File: src/include/ufb_pkg.sv
package ufb_pkg;
    // ------------------------------------------------------------
    // timing
    // ------------------------------------------------------------
    localparam int CLK_HZ = 250_000_000;
    localparam int SWITCH_HZ = 20_000;
    // up-down carrier: one period spans two ramps
    localparam int PERIOD_CYCLES = CLK_HZ / SWITCH_HZ;
    localparam int HALF_PERIOD = PERIOD_CYCLES / 2;
    localparam int CNT_W = 16;
    localparam int DEAD_W = 8;
    localparam logic [DEAD_W-1:0] DEAD_RESET = 8'h19;
    localparam logic [CNT_W-1:0] CNT_ZERO = 16'h0000;
    localparam logic [CNT_W-1:0] CNT_ONE = 16'h0001;
    localparam logic [DEAD_W-1:0] DEAD_ZERO = 8'h00;
    localparam logic [DEAD_W-1:0] DEAD_ONE = 8'h01;

    // ------------------------------------------------------------
    // gate carrier
    // ------------------------------------------------------------
    typedef struct packed {
        logic fastUpper;
        logic fastLower;
        logic slowUpper;
        logic slowLower;
    } ufb_gates_t;

    typedef struct packed {
        logic [CNT_W-1:0] carrier;
        logic countDown;
        logic positiveHalf;
        logic [CNT_W-1:0] duty;
        logic fastWant;
        logic [DEAD_W-1:0] deadCount;
        logic [DEAD_W-1:0] deadTime;
        ufb_gates_t gates;
    } ufb_state_t;
endpackage

File: src/rtl/ufb_bridge_pwm.sv
// Notes on behaviour
// - the fast leg pair is pulse-width modulated at switching rate in both half cycles.
// - the slow leg pair changes only when the latched polarity changes just after a carrier peak, or when enable falls or rises.
// - positive half holds slow lower on, fast leg toggles between bus level and zero.
// - negative half holds slow upper on, fast leg toggles between minus bus and zero.
// - the up-down carrier gives a 20 kHz switching frequency.
// - updates land at carrier peaks so each pulse is centred and zero crossings symmetric.
`timescale 1ns/1ns
module ufb_bridge_pwm #(
    parameter int PERIOD = ufb_pkg::PERIOD_CYCLES
) (
    input wire logic clock,
    input wire logic rstn,
    input wire logic clockEnable,
    input wire logic enable,
    input wire logic commandPositive,
    input wire logic [ufb_pkg::CNT_W-1:0] commandDuty,
    input wire logic [ufb_pkg::DEAD_W-1:0] deadTimeCycles,
    output ufb_pkg::ufb_gates_t gates,
    output logic periodStart
);
    localparam logic [ufb_pkg::CNT_W-1:0] HALF = ufb_pkg::CNT_W'(PERIOD / 2);

    // ------------------------------------------------------------
    // helpers
    // ------------------------------------------------------------
    // cap a duty request at the half period; anything larger would leave
    // the fast leg with no off window and hide the peak from the compare
    function automatic logic [ufb_pkg::CNT_W-1:0] clampDuty(
        input logic [ufb_pkg::CNT_W-1:0] request,
        input logic [ufb_pkg::CNT_W-1:0] limit
    );
        clampDuty = (request > limit) ? limit : request;
    endfunction

    // a leg is safe while at most one of its two switches is on
    function automatic logic legSafe(
        input logic upper,
        input logic lower
    );
        legSafe = !(upper && lower);
    endfunction

    ufb_pkg::ufb_state_t state;
    ufb_pkg::ufb_state_t next_state;
    logic atPeak;
    logic fastOn;

    // ------------------------------------------------------------
    // carrier, sampling and gate logic
    // ------------------------------------------------------------
    // the direction bit flips on the same edge that reaches either end, so the
    // ends are recognised by the count alone; testing the direction as well
    // could never match and no command would ever be taken
    assign atPeak = (state.carrier == HALF);
    assign periodStart = (state.carrier == ufb_pkg::CNT_ZERO);
    assign gates = state.gates;

    // carrier: 0 up to HALF and back to 0, so one switching period is
    // 2*HALF clocks; an odd PERIOD loses one clock to the halving
    // commands are taken only at the peak, which costs up to a period of
    // latency but keeps every fast pulse centred on the trough
    // the slow pair follows the latched polarity, never the raw input,
    // so a noisy polarity command cannot chatter the low-frequency leg

    always_comb begin
        next_state = state;
        // triangular carrier, HALF up and HALF down
        if (state.countDown) begin
            if (state.carrier == ufb_pkg::CNT_ONE) begin
                next_state.countDown = 1'b0;
            end
            next_state.carrier = state.carrier - ufb_pkg::CNT_ONE;
        end else begin
            if (state.carrier == HALF - ufb_pkg::CNT_ONE) begin
                next_state.countDown = 1'b1;
            end
            next_state.carrier = state.carrier + ufb_pkg::CNT_ONE;
        end
        // latch command at the peak only: pulses stay centred on the trough,
        // so a polarity swap lands mid-off-time and both sides mirror
        if (atPeak) begin
            next_state.duty = clampDuty(commandDuty, HALF);
            next_state.positiveHalf = commandPositive;
            next_state.deadTime = deadTimeCycles;
        end
        // compare: positive half wants fast upper on for the duty window
        fastOn = state.carrier < state.duty;
        next_state.fastWant = state.positiveHalf ? fastOn : !fastOn;
        // dead time: on any demand change both fast gates drop first
        if (next_state.fastWant != state.fastWant) begin
            next_state.deadCount = state.deadTime;
            next_state.gates.fastUpper = 1'b0;
            next_state.gates.fastLower = 1'b0;
        end else if (state.deadCount != ufb_pkg::DEAD_ZERO) begin
            next_state.deadCount = state.deadCount - ufb_pkg::DEAD_ONE;
        end else begin
            next_state.gates.fastUpper = state.fastWant;
            next_state.gates.fastLower = !state.fastWant;
        end
        // slow leg follows polarity, break-before-make through a both-off cycle
        if (state.gates.slowLower != state.positiveHalf
                || state.gates.slowUpper == state.positiveHalf) begin
            if (state.gates.slowLower || state.gates.slowUpper) begin
                next_state.gates.slowLower = 1'b0;
                next_state.gates.slowUpper = 1'b0;
            end else begin
                next_state.gates.slowLower = state.positiveHalf;
                next_state.gates.slowUpper = !state.positiveHalf;
            end
        end
        // disabled bridge: all gates off, carrier keeps running
        if (!enable) begin
            next_state.gates = '0;
            next_state.deadCount = state.deadTime;
        end
    end

    // ------------------------------------------------------------
    // state register
    // ------------------------------------------------------------
    // reset loads the long default dead time into the counter as well, so
    // the first turn-on after enable waits out a full gap even if the
    // control side never programs one
    always_ff @(posedge clock or negedge rstn) begin
        if (!rstn) begin
            state <= '0;
            state.deadTime <= ufb_pkg::DEAD_RESET;
            state.deadCount <= ufb_pkg::DEAD_RESET;
        end else if (clockEnable) begin
            state <= next_state;
        end
    end

    // ------------------------------------------------------------
    // checks
    // ------------------------------------------------------------
    // slow-leg polarity checks allow the one cycle after a polarity swap,
    // in which the old switch is still on while the break is being made
    AST_FAST_SHOOT: assert property (@(posedge clock) disable iff (!rstn)
        legSafe(gates.fastUpper, gates.fastLower)) else $error("fast leg shoot-through");
    AST_SLOW_SHOOT: assert property (@(posedge clock) disable iff (!rstn)
        legSafe(gates.slowUpper, gates.slowLower)) else $error("slow leg shoot-through");
    AST_POS_HALF: assert property (@(posedge clock) disable iff (!rstn)
        gates.slowLower |-> !gates.slowUpper && (state.positiveHalf || $past(state.positiveHalf)))
        else $error("slow lower on outside positive half");
    AST_NEG_HALF: assert property (@(posedge clock) disable iff (!rstn)
        gates.slowUpper |-> !state.positiveHalf || !$past(state.positiveHalf))
        else $error("slow upper on in positive half");
    AST_SLOW_STATIC: assert property (@(posedge clock) disable iff (!rstn)
        clockEnable && $changed(state.positiveHalf) |-> $past(atPeak))
        else $error("polarity changed away from carrier peak");
    AST_PERIOD: assert property (@(posedge clock) disable iff (!rstn)
        clockEnable && atPeak |=> !atPeak) else $error("carrier stuck at peak");
    AST_DEAD: assert property (@(posedge clock) disable iff (!rstn)
        $fell(gates.fastLower) |-> !gates.fastUpper) else $error("no break before make");
    AST_CENTRE: assert property (@(posedge clock) disable iff (!rstn)
        clockEnable && atPeak |=> state.countDown) else $error("carrier did not turn at peak");

    AST_DUTY_CLAMP: assert property (@(posedge clock) disable iff (!rstn)
        state.duty <= HALF)
        else $error("duty beyond half period");

    AST_CARRIER_RANGE: assert property (@(posedge clock) disable iff (!rstn)
        state.carrier <= HALF)
        else $error("carrier beyond peak");

    AST_START_ONCE: assert property (@(posedge clock) disable iff (!rstn)
        clockEnable && periodStart |=> !periodStart)
        else $error("period marker longer than one clock");

    AST_TROUGH_TURN: assert property (@(posedge clock) disable iff (!rstn)
        clockEnable && periodStart |=> !state.countDown && state.carrier == ufb_pkg::CNT_ONE)
        else $error("carrier did not turn at trough");

    AST_DISABLED_OFF: assert property (@(posedge clock) disable iff (!rstn)
        clockEnable && !enable |=> gates == '0)
        else $error("gates on while disabled");

    AST_UPPER_GAP: assert property (@(posedge clock) disable iff (!rstn)
        $rose(gates.fastUpper) |-> !$past(gates.fastLower))
        else $error("fast upper made without a gap");

    AST_LOWER_GAP: assert property (@(posedge clock) disable iff (!rstn)
        $rose(gates.fastLower) |-> !$past(gates.fastUpper))
        else $error("fast lower made without a gap");

    AST_SLOW_UPPER_GAP: assert property (@(posedge clock) disable iff (!rstn)
        $rose(gates.slowUpper) |-> !$past(gates.slowLower))
        else $error("slow upper made without a gap");

    AST_SLOW_LOWER_GAP: assert property (@(posedge clock) disable iff (!rstn)
        $rose(gates.slowLower) |-> !$past(gates.slowUpper))
        else $error("slow lower made without a gap");

    // ------------------------------------------------------------
    // usage limits
    // ------------------------------------------------------------
    // the dead time is taken at the peak together with duty and polarity;
    // a gap already being timed keeps its old length until it ends
    // a gap longer than the shortest on or off window swallows that window,
    // so narrow pulses vanish instead of shrinking below the gap
    // duty is counted in clocks on each side of the trough, so the fast
    // upper pulse in the positive half lasts about twice the duty value
    // a zero duty keeps the fast pair parked on its zero-voltage switch
    // and a duty at the half period leaves only the gap at the peak
    // the negative half inverts the compare, so the same duty value gives
    // the same output magnitude with the fast lower switch doing the work
    // the slow pair changes one period at most after the polarity input,
    // and always passes one cycle with both switches off on the way
    // enable low drops all four gates on the next clock and reloads the
    // dead counter, so re-enabling always starts from a full gap
    // the carrier keeps running while disabled so the period marker
    // stays usable for a sampling scheduler that watches it
    // clock enable freezes carrier, counters and gates alike; holding it
    // low mid-pulse stretches that pulse by the frozen time
    // commands may change on any clock; between peaks they are ignored
    // and the last latched values keep running unchanged
    // the period marker is combinational from the carrier register and
    // stands for exactly one clock per switching period
    // the default period gives 20 kHz only at the 250 MHz system clock;
    // another clock needs a matching PERIOD override
    // the gate outputs are registered, so each is glitch-free at the pin
    // and can feed a driver directly without another flip-flop
endmodule // ufb_bridge_pwm

File: config.mk
export PLATFORM = sky130hd
export DESIGN_NAME = ufb_bridge_pwm
export DESIGN_NICKNAME = d
export VERILOG_FILES = /design/src/include/ufb_pkg.sv /design/src/rtl/ufb_bridge_pwm.sv
export SDC_FILE = /design/constraint.sdc
export NUM_CORES = 1
export LEC_CHECK = 0
export BUFFER_PORTS_ARGS = -buffer_cell sky130_fd_sc_hd__buf_2
export CAP_MARGIN = 20
export CORE_MARGIN = 3
export CORE_UTILIZATION = 45
export CTS_BUF_LIST = sky130_fd_sc_hd__clkbuf_4 sky130_fd_sc_hd__clkbuf_8 sky130_fd_sc_hd__clkbuf_16
export CTS_CLUSTER_SIZE = 20
export DETAILED_ROUTE_END_ITERATION = 16
export GPL_TIMING_DRIVEN = 0
export PLACE_DENSITY_LB_ADDON = 0.08
export SETUP_SLACK_MARGIN = 0.15
export SLEW_MARGIN = 20
export SYNTH_ARGS = -nofsm -noshare
export SYNTH_HDL_FRONTEND = slang
export SYNTH_SLANG_ARGS = --single-unit
File: constraint.sdc
create_clock -name clock -period 4 [get_ports clock]
set_clock_uncertainty 0.1 [all_clocks]
set_input_delay 0.4 -clock clock [delete_from_list [all_inputs] [get_ports clock]]
set_output_delay 0.4 -clock clock [all_outputs]
set_load 0.01 [all_outputs]
==> results of run 1 <==
## state kept, by name, summed over array words and instances, names as in the netlist
name,flops
state,51
gates,4
## placed cells by master, fill, tap and decap left out, types with 2 or more instances in the layout
master      n
nor4b_1     3
a22o_1      4
a31oi_1     2
or3_1       6
nand4_1     6
xor2_1      9
nand4b_1    2
a21o_1      2
nand2b_1    3
nor3b_1     2
clkbuf_1   12
nor4_1      6
nor2b_1     2
or4b_2      2
o22ai_1     3
nand3_1     9
dfrtp_1    49
o21ai_0    28
and2_1      5
ha_1       24
buf_2      31
clkbuf_8    6
a311o_1     3
or4_1       2
inv_1      25
o31ai_1     2
nand2_1    44
a21oi_1    23
buf_4       5
a2bb2oi_1   4
buf_6       2
nor2_1     27
xnor2_1     9
a211oi_1    2
dfstp_2     6
nor3_1      7
o31a_1      2
## cell type report
class,instances,area share (%)
multi-input cells,256,45.92
clock buffers,6,2.282
clock inverters,2,0.4495
flip-flops and latches,55,38.24
inverters,25,2.593
plain buffers,18,2.697
repair buffers,32,4.495
well taps,96,3.319
## per-layer routing
layer | vias up | GRT usage [%] | share of wire, %
li1 | 1320 | - | -
met4 | 0 | 3.954 | 0.90
met3 | 6 | 2.750 | 3.2
met2 | 56 | 30.70 | 48
met5 | - | 0 | 0
met1 | 1245 | 25.07 | 48
## power groups by stage
| stage | registers [mW] | logic (mW) | clock network, mW |
|---|---|---|---|
| 2_1_floorplan | 0.721 | 0.324 | 0 |
| 3_3_place_gp | 0.766 | 0.407 | 0 |
| 3_5_place_dp | 0.765 | 0.422 | 0 |
| 4_1_cts | 0.756 | 0.425 | 0.342 |
| 5_1_grt | 0.773 | 0.500 | 0.365 |
| 6_report | 0.756 | 0.433 | 0.331 |
## timing repair
action	in CTS	in global routing
setup endpoints to repair	5	7
gates resized for setup	1	1
setup buffers	0	0
hold buffers	0	0
## through the flow
step           total power [mW]  worst slack, ns
6_report                  1.520           0.3755
5_1_grt                   1.638           0.1734
4_1_cts                   1.522           0.2728
3_5_place_dp              1.186           0.1019
3_3_place_gp              1.173           0.1054
2_1_floorplan             1.046           0.7213
## path summary, 6_finish.rpt
path | startpoint | endpoint
worst max-delay path | state[52]$_DFFE_PN0P_ | state[17]$_DFFE_PN0P_
worst min-delay path | rstn | state[11]$_DFFE_PN0P_
worst max register to register | state[52]$_DFFE_PN0P_ | state[17]$_DFFE_PN0P_
worst min register to register | state[4]$_DFFE_PN1P_ | state[4]$_DFFE_PN1P_
max in group asynchronous | rstn | state[50]$_DFFE_PN0P_
min in group clock | deadTimeCycles[3] | state[7]$_DFFE_PN1P_
## logic make-up after synthesis
group,after synthesis,share of synthesized area [%]
AND/OR/NAND/NOR,131,20.57
buffers and inverters,43,5.939
adder cells (fa/ha/maj),24,9.317
XOR/XNOR,18,4.892
AO/OA/AOI/OAI,82,16.03
flip-flops,55,42.93
multiplexers,1,0.3106
==> impl_results.html, run 1 <==
<table>
<tr><th>Metric</th><th>Value</th></tr>
<tr><th colspan="2">Setup path</th></tr>
<tr><td>Top delay family on crit path</td><td>compound AO/OA/AOI/OAI gates</td></tr>
<tr><td>Worst Path Arrival</td><td>3.76 ns</td></tr>
<tr><td>Setup CP Type</td><td>flop to flop</td></tr>
<tr><td>Critical Path Sink Type</td><td>flop</td></tr>
<tr><td>Critical path's slowest cell</td><td>dfrtp_1</td></tr>
<tr><td>Depth of the worst register-to-register path</td><td>12</td></tr>
<tr><td>CP Launch Type</td><td>flop</td></tr>
<tr><td>Critical path cell sequence</td><td>ha_1, nand4_1, or3_1, o31a_1, nand2_1, xnor2_1, ha_1, nand2b_1, o31ai_4, clkbuf_1, o21ai_0, o21ai_0</td></tr>
<tr><td>Sum of buffers and inverters on the critical path</td><td>1</td></tr>
<tr><td>Reg-to-reg slack, setup</td><td>0.38 ns</td></tr>
<tr><td>Required time at the endpoint of the critical path</td><td>4.14 ns</td></tr>
<tr><td>Critical Path Fanout Max</td><td>10</td></tr>
<tr><td>Largest stage delay on the critical path</td><td>0.47 ns</td></tr>
<tr><td>Count of cell instances traversed by the critical path</td><td>12</td></tr>
<tr><th colspan="2">Die</th></tr>
<tr><td>Width of the chip</td><td>90.63 um</td></tr>
<tr><td>Row Count</td><td>30</td></tr>
<tr><td>Effective utilization at floorplan</td><td>46.92%</td></tr>
<tr><td>Die ar.</td><td>8214 um^2</td></tr>
<tr><td>Die H</td><td>90.63 um</td></tr>
<tr><td>IO Count</td><td>34</td></tr>
<tr><td>Core area</td><td>6869 um^2</td></tr>
<tr><th colspan="2">Clock network</th></tr>
<tr><td>CTS root buf</td><td>clkbuf_8</td></tr>
<tr><td>Number of H-tree branching levels</td><td>2</td></tr>
<tr><td>Clock buffer count from CTS</td><td>5</td></tr>
<tr><td>Number of sinks on the clock net</td><td>55</td></tr>
<tr><td>Clock tree from TritonCTS</td><td>done</td></tr>
<tr><td>Worst-Skew Late Latency</td><td>0.31 ns</td></tr>
<tr><td>Clock slew at reported path FFs</td><td>0.11 ns</td></tr>
<tr><td>Maximum root-to-sink buffer count</td><td>2</td></tr>
<tr><th colspan="2">Timing</th></tr>
<tr><td>Headroom to the max-slew limit</td><td>53.36%</td></tr>
<tr><td>Achievable frequency</td><td>275.9 MHz</td></tr>
<tr><td>Number of max-slew violations in the final report</td><td>0</td></tr>
<tr><td>Transition time at the pin with the least slew margin</td><td>0.6996 ns</td></tr>
<tr><td>Final Critical Period</td><td>3.624 ns</td></tr>
<tr><td>Unrepaired setup endpoints after global routing</td><td>false</td></tr>
<tr><td>Final hold slack</td><td>0.01583 ns</td></tr>
<tr><td>Setup TNS</td><td>0 ns</td></tr>
<tr><td>Number of hold violations in the final report</td><td>0</td></tr>
<tr><td># setup viols final</td><td>0</td></tr>
<tr><td>Final critical-path share of the clock period</td><td>90.61%</td></tr>
<tr><th colspan="2">Power and ir drop</th></tr>
<tr><td>Worst IR Drop VDD</td><td>0.1799 mV</td></tr>
<tr><td>Sequential group share of total power</td><td>49.7%</td></tr>
<tr><td>Part of the total power dissipated in the clock network</td><td>21.8%</td></tr>
<tr><td>Net switching power</td><td>0.5515 mW</td></tr>
<tr><td>Combinational Power Share</td><td>28.5%</td></tr>
<tr><td>Switching Share</td><td>36.28%</td></tr>
<tr><td>Internal Dissipation</td><td>0.9685 mW</td></tr>
<tr><td>P_leak</td><td>1.747 nW</td></tr>
<tr><td>Total power density per cell area</td><td>420.1 nW/um^2</td></tr>
<tr><th colspan="2">Placement</th></tr>
<tr><td>HPWL reported at the end of detailed placement</td><td>5357 um</td></tr>
<tr><td>Number of I/O port buffers</td><td>32</td></tr>
<tr><td>Placement-stage cell area</td><td>3506 um^2</td></tr>
<tr><td>Routability cong.</td><td>0.8260</td></tr>
<tr><td>Placed instance count</td><td>482</td></tr>
<tr><th colspan="2">Finish</th></tr>
<tr><td>Total area of multi-input combinational cells</td><td>1662 um^2</td></tr>
<tr><td>Area growth syn-to-layout</td><td>12.27%</td></tr>
<tr><td>Fraction of final layout cells with drive strength greater than 1</td><td>14.97%</td></tr>
<tr><td>Area occupied by registers</td><td>1384 um^2</td></tr>
<tr><td>Final instance count without filler cells</td><td>490</td></tr>
<tr><td>Inserted Diodes</td><td>0</td></tr>
<tr><td>Number of filler instances in the final layout</td><td>693</td></tr>
<tr><td>Final cell utilization of the core</td><td>52.68%</td></tr>
<tr><td>Layout Cell Area excl Fill</td><td>3618 um^2</td></tr>
<tr><td>Number of nets at the end of the flow</td><td>446</td></tr>
<tr><th colspan="2">Logic synthesis</th></tr>
<tr><td>Register area share after synthesis</td><td>42.93%</td></tr>
<tr><td>Number of instances in the synthesized netlist</td><td>354</td></tr>
<tr><td>Top cells by area in the synthesized netlist</td><td>dfrtp_1 (38%), ha_1 (9.3%), nand2_1 (5.1%), dfstp_2 (4.9%), o21ai_0 (4.3%)</td></tr>
<tr><td>Top cell type by total area after synthesis</td><td>dfrtp_1</td></tr>
<tr><td>Mean instance size in the synthesized netlist</td><td>9.105 um^2</td></tr>
<tr><td>Post-synth ARST share</td><td>100.0%</td></tr>
<tr><td>Most instantiated flip-flop cell in the synthesis netlist</td><td>dfrtp_1</td></tr>
<tr><td>Netlist area before placement</td><td>3223 um^2</td></tr>
<tr><td>Netlist cell types</td><td>47</td></tr>
<tr><td>Number of enable-type register cells in the synthesized netlist</td><td>0</td></tr>
<tr><td>Syn Nets</td><td>407</td></tr>
<tr><td>Leading post-synthesis cells by instance count</td><td>dfrtp_1 (49), nand2_1 (44), o21ai_0 (28)</td></tr>
<tr><td>Post-synthesis sequential element count</td><td>55</td></tr>
<tr><td>Synth Warn #</td><td>0</td></tr>
<tr><td>Share of the synthesized area in the top cell type</td><td>38.04%</td></tr>
<tr><td>Most frequently used cell type in the post-synthesis netlist</td><td>dfrtp_1</td></tr>
<tr><th colspan="2">Route</th></tr>
<tr><td>Number of detailed-routing iterations run before antenna repair</td><td>4</td></tr>
<tr><td>DRC errors left</td><td>0</td></tr>
<tr><td>Detailed Route Iter0 Violations</td><td>116</td></tr>
<tr><td>Final ANT Viol Nets</td><td>0</td></tr>
<tr><td>Wire length after detailed routing</td><td>7147 um</td></tr>
<tr><td>Number of vias after detailed routing</td><td>2627</td></tr>
<tr><td>Post-detailed-route wirelength per cell</td><td>14.59 um</td></tr>
<tr><td>Vias per cell</td><td>5.361</td></tr>
<tr><th colspan="2">Outcome</th></tr>
<tr><td>Run status</td><td>complete, no violations</td></tr>
<tr><th colspan="2">GRT</th></tr>
<tr><td>Global-route congestion overflow total</td><td>0</td></tr>
<tr><td>Initial antenna violation count</td><td>0</td></tr>
<tr><td>Global-route wire length before repair</td><td>12320 um</td></tr>
<tr><td>Global-route total usage across every layer</td><td>18.31%</td></tr>
<tr><td>Pin count of the biggest net entering global routing</td><td>56</td></tr>
<tr><td>Number of global-route vias before repair</td><td>2537</td></tr>
<tr><th colspan="2">Run</th></tr>
<tr><td>Maxcap violations</td><td>0</td></tr>
<tr><th colspan="2">Worst hold path</th></tr>
<tr><td>Worst hold-check path type</td><td>primary input to async pin</td></tr>
</table>
(Power assumes the default switching activity.)
==> run 2, diff against run 1 <==
--- a/config.mk
+++ b/config.mk
@@ -10,5 +10,4 @@
 export CORE_MARGIN = 3
 export CORE_UTILIZATION = 45
-export CTS_BUF_LIST = sky130_fd_sc_hd__clkbuf_4 sky130_fd_sc_hd__clkbuf_8 sky130_fd_sc_hd__clkbuf_16
 export CTS_CLUSTER_SIZE = 20
 export DETAILED_ROUTE_END_ITERATION = 16
==> constraint.sdc (replaced) <==
create_clock -name clock -period 3.25 [get_ports clock]
set_clock_uncertainty 0.1 [all_clocks]
set_input_delay 0.325 -clock clock [delete_from_list [all_inputs] [get_ports clock]]
set_output_delay 0.325 -clock clock [all_outputs]
set_load 0.05 [all_outputs]
==> impl_results.html, run 2 (synthesized netlist as in run 1, its figures left out) <==
<table>
<tr><th>Metric</th><th>Value</th></tr>
<tr><th colspan="2">Outcome</th></tr>
<tr><td>Run status</td><td>complete, no violations</td></tr>
<tr><th colspan="2">Placement</th></tr>
<tr><td>Number of I/O port buffers</td><td>32 (unchanged)</td></tr>
<tr><td>Placement-stage cell area</td><td>3521 um^2 (+0.43%)</td></tr>
<tr><td>Worst Setup Slack post-DPL</td><td>-0.2433 ns (-0.3452 ns)</td></tr>
<tr><td>Placed instance count</td><td>482 (unchanged)</td></tr>
<tr><td>HPWL reported at the end of detailed placement</td><td>5210 um (-2.7%)</td></tr>
<tr><td>Routability cong.</td><td>0.8038 (-2.7%)</td></tr>
<tr><th colspan="2">Clock network</th></tr>
<tr><td>Clock buffer count from CTS</td><td>5 (unchanged)</td></tr>
<tr><td>Number of H-tree branching levels</td><td>2 (unchanged)</td></tr>
<tr><td>Clock tree from TritonCTS</td><td>done</td></tr>
<tr><td>Number of sinks on the clock net</td><td>55 (unchanged)</td></tr>
<tr><td>Maximum root-to-sink buffer count</td><td>2 (unchanged)</td></tr>
<tr><td>CTS root buf</td><td>clkbuf_8</td></tr>
<tr><td>Clock slew at reported path FFs</td><td>0.10 ns (about the same)</td></tr>
<tr><td>Worst-Skew Late Latency</td><td>0.31 ns (about the same)</td></tr>
<tr><th colspan="2">Route</th></tr>
<tr><td>Detailed Route Iter0 Violations</td><td>109 (-6.0%)</td></tr>
<tr><td>Vias per cell</td><td>5.233 (-2.4%)</td></tr>
<tr><td>Number of vias after detailed routing</td><td>2669 (+1.6%)</td></tr>
<tr><td>Final ANT Viol Nets</td><td>0 (unchanged)</td></tr>
<tr><td>DRC errors left</td><td>0 (unchanged)</td></tr>
<tr><td>Post-detailed-route wirelength per cell</td><td>14.39 um (-1.4%)</td></tr>
<tr><td>Wire length after detailed routing</td><td>7337 um (+2.7%)</td></tr>
<tr><td>Number of detailed-routing iterations run before antenna repair</td><td>4 (unchanged)</td></tr>
<tr><th colspan="2">Setup path</th></tr>
<tr><td>Critical path cell sequence</td><td>ha_4, nand4_1, or3_1, o31a_1, nand2_2, xnor2_1, ha_1, nand2b_4, o31ai_4, buf_4, o21ai_0, o21ai_1</td></tr>
<tr><td>Top delay family on crit path</td><td>simple AND/OR/NAND/NOR gates</td></tr>
<tr><td>Critical Path Fanout Max</td><td>10 (unchanged)</td></tr>
<tr><td>Worst Path Arrival</td><td>3.16 ns (-0.60 ns)</td></tr>
<tr><td>Largest stage delay on the critical path</td><td>0.48 ns (about the same)</td></tr>
<tr><td>Setup CP Type</td><td>flop to flop</td></tr>
<tr><td>Critical path's slowest cell</td><td>dfrtp_2</td></tr>
<tr><td>Count of cell instances traversed by the critical path</td><td>12 (unchanged)</td></tr>
<tr><td>CP Launch Type</td><td>flop</td></tr>
<tr><td>Required time at the endpoint of the critical path</td><td>3.39 ns (-0.75 ns)</td></tr>
<tr><td>Depth of the worst register-to-register path</td><td>12 (unchanged)</td></tr>
<tr><td>Critical Path Sink Type</td><td>flop</td></tr>
<tr><td>Sum of buffers and inverters on the critical path</td><td>1 (unchanged)</td></tr>
<tr><th colspan="2">GRT</th></tr>
<tr><td>Met1 demand-to-capacity share in global routing</td><td>23.35% (-1.7 points)</td></tr>
<tr><td>Pin count of the biggest net entering global routing</td><td>56 (unchanged)</td></tr>
<tr><td>Global-route total usage across every layer</td><td>17.72% (-0.59 points)</td></tr>
<tr><td>Initial antenna violation count</td><td>0 (unchanged)</td></tr>
<tr><td>Global-route congestion overflow total</td><td>0 (unchanged)</td></tr>
<tr><td>Met3 layer usage reported by global route</td><td>3.083% (+0.33 points)</td></tr>
<tr><td>Busiest layer in global routing</td><td>met2</td></tr>
<tr><td>Number of global-route vias before repair</td><td>2499 (-1.5%)</td></tr>
<tr><td>Global-route wire length before repair</td><td>11870 um (-3.6%)</td></tr>
<tr><td>Met2 Resource Use GR</td><td>30.27% (-0.43 points)</td></tr>
<tr><th colspan="2">Worst hold path</th></tr>
<tr><td>Worst hold-check path type</td><td>primary input to flop</td></tr>
<tr><td>WHS Path Cells</td><td>3</td></tr>
<tr><th colspan="2">Finish</th></tr>
<tr><td>Largest register by flop count</td><td>state</td></tr>
<tr><td>Most frequent cells in the layout</td><td>nand2_1 (43), dfrtp_1 (41), buf_2 (31), nor2_1 (27)</td></tr>
<tr><td>Max FFs per register</td><td>51 (unchanged)</td></tr>
<tr><td>Fraction of final layout cells with drive strength greater than 1</td><td>23.19% (+8.2 points)</td></tr>
<tr><td>Final instance count without filler cells</td><td>510 (+4.1%)</td></tr>
<tr><td>Layout Cell Area excl Fill</td><td>3862 um^2 (+6.7%)</td></tr>
<tr><td>Area growth syn-to-layout</td><td>19.84%</td></tr>
<tr><td>Most common cell after layout, fill and taps aside</td><td>nand2_1</td></tr>
<tr><td>Number of nets at the end of the flow</td><td>466 (+4.5%)</td></tr>
<tr><td>Final cell utilization of the core</td><td>56.23% (+3.6 points)</td></tr>
<tr><td>Inserted Diodes</td><td>0 (unchanged)</td></tr>
<tr><th colspan="2">Timing</th></tr>
<tr><td>Setup TNS</td><td>0 ns (unchanged)</td></tr>
<tr><td>Unrepaired setup endpoints after global routing</td><td>true</td></tr>
<tr><td>Achievable frequency</td><td>331.6 MHz (+20%)</td></tr>
<tr><td>Final hold slack</td><td>0.08939 ns (+0.07356 ns)</td></tr>
<tr><td>Transition time at the pin with the least slew margin</td><td>0.7021 ns (+0.002549 ns)</td></tr>
<tr><td>Final worst setup slack</td><td>0.2348 ns (-0.1408 ns)</td></tr>
<tr><td>Final Critical Period</td><td>3.015 ns (-0.6092 ns)</td></tr>
<tr><td>Headroom to the max-slew limit</td><td>53.19% (-0.17 points)</td></tr>
<tr><td>Number of max-slew violations in the final report</td><td>0 (unchanged)</td></tr>
<tr><td>Final critical-path share of the clock period</td><td>92.78% (+2.2 points)</td></tr>
<tr><td>Number of hold violations in the final report</td><td>0 (unchanged)</td></tr>
<tr><td># setup viols final</td><td>0 (unchanged)</td></tr>
<tr><th colspan="2">Run</th></tr>
<tr><td>Maxcap violations</td><td>0 (unchanged)</td></tr>
<tr><th colspan="2">Die</th></tr>
<tr><td>Effective utilization at floorplan</td><td>46.92% (unchanged)</td></tr>
<tr><td>IO Count</td><td>34 (unchanged)</td></tr>
<tr><td>Width of the chip</td><td>90.63 um (unchanged)</td></tr>
<tr><td>Row Count</td><td>30 (unchanged)</td></tr>
<tr><td>Core area</td><td>6869 um^2 (unchanged)</td></tr>
<tr><td>Die ar.</td><td>8214 um^2 (unchanged)</td></tr>
<tr><td>Die H</td><td>90.63 um (unchanged)</td></tr>
<tr><th colspan="2">Power and ir drop</th></tr>
<tr><td>Worst IR Drop VDD</td><td>0.2348 mV (+31%)</td></tr>
<tr><td>Total power density per cell area</td><td>524.6 nW/um^2 (+25%)</td></tr>
<tr><td>P_leak</td><td>1.852 nW (+6.0%)</td></tr>
<tr><td>Total Power Consumption</td><td>2.026 mW (+33%)</td></tr>
</table>
-- run 2: cell count changes in the layout (fill, tap and decap cells not counted), sizes merged --
cell	before	now
buf	38	59
clkinv	1	0
clkinvlp	1	0
dlygate4sd3	0	1
-- run 2: worst min-delay path, delay by kind of cell --
family / cells / cell delay (ns)
AND/OR/NAND/NOR: 2 / 0.08
buffers and inverters: 1 / 0.09
-- run 2: worst paths after layout --
check	slack (ns)	from	to
max	0.23	state[46]$_DFFE_PN0P_	state[18]$_DFFE_PN0P_
max reg2reg	0.23	state[46]$_DFFE_PN0P_	state[18]$_DFFE_PN0P_
min reg2reg	0.37	state[4]$_DFFE_PN1P_	state[4]$_DFFE_PN1P_
min in group asynchronous	0.49	rstn	state[13]$_DFFE_PN0P_
max in group asynchronous	2.04	rstn	state[45]$_DFFE_PN0P_
min	0.09	deadTimeCycles[4]	state[8]$_DFFE_PN1P_
-- run 2: where the power goes --
part           switching, mW  internal (mW)  leakage [nW]  total, mW
Combinational          0.359          0.313          1.15      0.671
Sequential             0.140          0.790         0.649      0.931
Clock                  0.229          0.195        0.0515      0.424
Total                  0.728           1.30          1.85       2.03
-- run 2: layer usage --
layer | vias to the layer above | share of wire, %
li1 | 1359 | -
met1 | 1263 | 48
met2 | 40 | 48
met3 | 7 | 3.2
met4 | 0 | 0.95
met5 | - | 0
-- run 2: area by class of cell --
class / instances / area (um^2)
fillers: 631 / 3007
multi-input cells: 256 / 1727
flip-flops and latches: 55 / 1394
repair buffers: 52 / 319.1
well taps: 96 / 120.1
plain buffers: 18 / 108.9
clock buffers: 8 / 100.1
inverters: 25 / 93.84
-- run 2: what timing repair did --
item / 4_1_cts / 5_1_grt
endpoints found under the setup margin: 8 / 8
endpoints found under the hold margin: 49 / 0
pin swaps: 2 / 5
hold buffers: 1 / 0
resized for setup: 11 / 20
buffers inserted: 6 / 13
cloned: 0 / 0
==> run 3, diff against run 2 <==
Settings changed: CELL_PAD_IN_SITES_DETAIL_PLACEMENT set to 1, CELL_PAD_IN_SITES_GLOBAL_PLACEMENT set to 2, CORE_UTILIZATION 45 to 33.
==> impl_results.html, run 3 (synthesized netlist as in run 1, its figures left out) <==
<table>
<tr><th>Metric</th><th>Value</th></tr>
<tr><th colspan="2">Timing</th></tr>
<tr><td>Final hold slack</td><td>0.07964 ns (-0.009756 ns)</td></tr>
<tr><td>Unrepaired setup endpoints after global routing</td><td>true</td></tr>
<tr><td># setup viols final</td><td>0 (unchanged)</td></tr>
<tr><td>Number of hold violations in the final report</td><td>0 (unchanged)</td></tr>
<tr><td>Number of max-slew violations in the final report</td><td>0 (unchanged)</td></tr>
<tr><td>Final Critical Period</td><td>3.190 ns (+0.1744 ns)</td></tr>
<tr><td>Final worst setup slack</td><td>0.06032 ns (-0.1744 ns)</td></tr>
<tr><td>Final critical-path share of the clock period</td><td>98.14% (+5.4 points)</td></tr>
<tr><td>Transition time at the pin with the least slew margin</td><td>0.7399 ns (+0.03780 ns)</td></tr>
<tr><td>Achievable frequency</td><td>313.5 MHz (-5.5%)</td></tr>
<tr><td>Headroom to the max-slew limit</td><td>50.67% (-2.5 points)</td></tr>
<tr><th colspan="2">Setup path</th></tr>
<tr><td>Critical path cell sequence</td><td>ha_1, nand4_1, or3_4, o31a_1, nand2_2, xnor2_1, ha_1, nand2b_4, o31ai_4, buf_6, nor3_2, a21oi_1, nand2_1</td></tr>
<tr><td>Worst R2R Start</td><td>state[47]$_DFFE_PN0P_</td></tr>
<tr><td>Capturing instance or port of the critical path</td><td>state[12]$_DFFE_PN1P_</td></tr>
<tr><td>Worst setup path startpoint</td><td>state[47]$_DFFE_PN0P_</td></tr>
<tr><td>Worst Path Arrival</td><td>3.35 ns (+0.19 ns)</td></tr>
<tr><td>Critical Path Sink Type</td><td>flop</td></tr>
<tr><td>Reg2Reg Capture Point</td><td>state[12]$_DFFE_PN1P_</td></tr>
<tr><td>Setup CP Type</td><td>flop to flop</td></tr>
<tr><td>Required time at the endpoint of the critical path</td><td>3.41 ns (+0.02 ns)</td></tr>
<tr><td>Depth of the worst register-to-register path</td><td>13 (+1)</td></tr>
<tr><td>Largest stage delay on the critical path</td><td>0.45 ns (-0.03 ns)</td></tr>
<tr><td>Reg-to-reg slack, setup</td><td>0.06 ns (-0.17 ns)</td></tr>
<tr><td>Critical path's slowest cell</td><td>dfrtp_2</td></tr>
<tr><td>Cell with the most instances on the worst path</td><td>ha_1</td></tr>
<tr><td>CP Launch Type</td><td>flop</td></tr>
<tr><td>Critical Path Fanout Max</td><td>6 (-4)</td></tr>
<tr><th colspan="2">Clock network</th></tr>
<tr><td>Clock buffer count from CTS</td><td>5 (unchanged)</td></tr>
<tr><td>CTS root buf</td><td>clkbuf_8</td></tr>
<tr><td>Worst-Skew Late Latency</td><td>0.31 ns (about the same)</td></tr>
<tr><td>Clock tree from TritonCTS</td><td>done</td></tr>
<tr><td>Clock slew at reported path FFs</td><td>0.11 ns (about the same)</td></tr>
<tr><td>Maximum root-to-sink buffer count</td><td>2 (unchanged)</td></tr>
<tr><td>Number of H-tree branching levels</td><td>2 (unchanged)</td></tr>
<tr><td>Number of sinks on the clock net</td><td>55 (unchanged)</td></tr>
<tr><th colspan="2">Route</th></tr>
<tr><td>Post-detailed-route wirelength per cell</td><td>17.05 um (+19%)</td></tr>
<tr><td>Final ANT Viol Nets</td><td>0 (unchanged)</td></tr>
<tr><td>Routed wl met2</td><td>4933 um (+40%)</td></tr>
<tr><td>DRC errors left</td><td>0 (unchanged)</td></tr>
<tr><td>Detailed Route Iter0 Violations</td><td>84 (-23%)</td></tr>
<tr><td>Met3 Routed Length</td><td>170 um (-28%)</td></tr>
<tr><td>Number of vias after detailed routing</td><td>2783 (+4.3%)</td></tr>
<tr><td>Number of detailed-routing iterations run before antenna repair</td><td>4 (unchanged)</td></tr>
<tr><td>Wire length after detailed routing</td><td>9242 um (+26%)</td></tr>
<tr><td>Uppermost metal layer occupied by signal nets</td><td>met4</td></tr>
<tr><td>Vias per cell</td><td>5.135 (-1.9%)</td></tr>
<tr><td>Met1 wire length</td><td>4082 um (+16%)</td></tr>
<tr><th colspan="2">Outcome</th></tr>
<tr><td>Run status</td><td>complete, no violations</td></tr>
<tr><th colspan="2">Die</th></tr>
<tr><td>Row Count</td><td>35 (+17%)</td></tr>
<tr><td>Width of the chip</td><td>104.8 um (+16%)</td></tr>
<tr><td>Core area</td><td>9371 um^2 (+36%)</td></tr>
<tr><td>Die ar.</td><td>10990 um^2 (+34%)</td></tr>
<tr><td>Effective utilization at floorplan</td><td>34.39% (-13 points)</td></tr>
<tr><td>IO Count</td><td>34 (unchanged)</td></tr>
<tr><td>Die H</td><td>104.8 um (+16%)</td></tr>
<tr><th colspan="2">Power and ir drop</th></tr>
<tr><td>Worst IR Drop VDD</td><td>0.2379 mV (+1.3%)</td></tr>
<tr><td>P_leak</td><td>1.852 nW (about the same)</td></tr>
<tr><td>Total power density per cell area</td><td>542.3 nW/um^2 (+3.4%)</td></tr>
<tr><td>Total Power Consumption</td><td>2.178 mW (+7.5%)</td></tr>
<tr><th colspan="2">Finish</th></tr>
<tr><td>Most common cell after layout, fill and taps aside</td><td>nand2_1</td></tr>
<tr><td>Fraction of final layout cells with drive strength greater than 1</td><td>25.18% (+2.0 points)</td></tr>
<tr><td>Number of filler instances in the final layout</td><td>1125 (+78%)</td></tr>
<tr><td>Most frequent cells in the layout</td><td>nand2_1 (43), dfrtp_1 (40), buf_2 (31), nor2_1 (27), inv_1 (25)</td></tr>
<tr><td>Max FFs per register</td><td>51 (unchanged)</td></tr>
<tr><td>Largest register by flop count</td><td>state</td></tr>
<tr><td>Inserted Diodes</td><td>0 (unchanged)</td></tr>
<tr><td>Area growth syn-to-layout</td><td>24.57%</td></tr>
<tr><td>Number of nets at the end of the flow</td><td>465 (-0.21%)</td></tr>
<tr><td>Layout Cell Area excl Fill</td><td>4015 um^2 (+4.0%)</td></tr>
<tr><th colspan="2">GRT</th></tr>
<tr><td>Pin count of the biggest net entering global routing</td><td>56 (unchanged)</td></tr>
<tr><td>Initial antenna violation count</td><td>0 (unchanged)</td></tr>
<tr><td>Global-route congestion overflow total</td><td>0 (unchanged)</td></tr>
<tr><td>Global-route total usage across every layer</td><td>17.28% (-0.44 points)</td></tr>
<tr><td>Number of global-route vias before repair</td><td>2939 (+18%)</td></tr>
<tr><td>Global-route wire length before repair</td><td>15210 um (+28%)</td></tr>
<tr><th colspan="2">Worst hold path</th></tr>
<tr><td>Worst hold-check path type</td><td>primary input to flop</td></tr>
<tr><th colspan="2">Run</th></tr>
<tr><td>Maxcap violations</td><td>0 (unchanged)</td></tr>
<tr><th colspan="2">Placement</th></tr>
<tr><td>Placement-stage cell area</td><td>3562 um^2 (+1.2%)</td></tr>
<tr><td>HPWL reported at the end of detailed placement</td><td>6470 um (+24%)</td></tr>
<tr><td>Routability cong.</td><td>0.7859 (-2.2%)</td></tr>
<tr><td>Worst Setup Slack post-DPL</td><td>-0.3915 ns (-0.1482 ns)</td></tr>
<tr><td>Number of I/O port buffers</td><td>32 (unchanged)</td></tr>
</table>
==> run 3: how the worst min path moves through the flow <==
stage                            endpoint  cells after the start  slack (ns)                 start
floorplan            gates[0]$_DFFE_PN0P_                      0       -0.07                  rstn
global placement     state[8]$_DFFE_PN1P_                      2        0.35  state[8]$_DFFE_PN1P_
detailed placement  state[14]$_DFFE_PN0P_                      1        0.34                  rstn
CTS                  state[4]$_DFFE_PN1P_                      3        0.08     deadTimeCycles[0]
global route         state[4]$_DFFE_PN1P_                      3        0.09     deadTimeCycles[0]
finish               state[4]$_DFFE_PN1P_                      3        0.08     deadTimeCycles[0]
==> run 3: layout make-up <==
type,instances,area (um^2),area share (%)
Buffer,18,118.9,2.960
Clock buffer,6,72.57,1.807
Clock inverter,2,60.06,1.496
Inverter,25,93.84,2.337
Multi-Input combinational cell,256,1802,44.87
Sequential cell,55,1395,34.75
Tap cell,129,161.4,4.020
Timing Repair Buffer,51,311.5,7.759
==> run 3: per-stage QoR <==
step	TNS (ns)	cells	util (%)
global placement	-2.706	515	37.98
finish	0	542	42.84
global route	-0.4474	542	42.84
detailed placement	-2.643	515	38.01
floorplan	0	354	-
CTS	0	532	40.75
==> run 3: worst max-delay path: cells and delay by family (launching register included) <==
kind | cells | cell delay, ns
and+or+nand+nor | 6 | 0.95
adders and majority gates | 2 | 0.59
buffers and inverters | 1 | 0.17
xor gates and xnor gates | 1 | 0.08
DFF | 1 | 0.45
AOI/OAI and AO/OA | 3 | 0.79
==> run 3: report_power, final <==
group          internal, mW  switching [mW]  total [mW]
logic                 0.314           0.388       0.702
registers             0.790           0.141       0.931
clock network         0.308           0.236       0.544
total                  1.41           0.765        2.18
==> run 3: what timing repair did <==
action / 4_1_cts / 5_1_grt
endpoints found under the setup margin: 8 / 8
buffers inserted: 7 / 10
cloned: 1 / 0
hold buffers: 1 / 0
gates resized for setup: 20 / 19
pin swaps: 3 / 12
hold endpoints to repair: 28 / 0
==> run 3: metal layers <==
layer | vias up | global-route usage (%)
met2 | 28 | 30.89
li1 | 1353 | -
met1 | 1397 | 21.77
met3 | 5 | 2.841
met5 | - | 0
met4 | 0 | 3.936
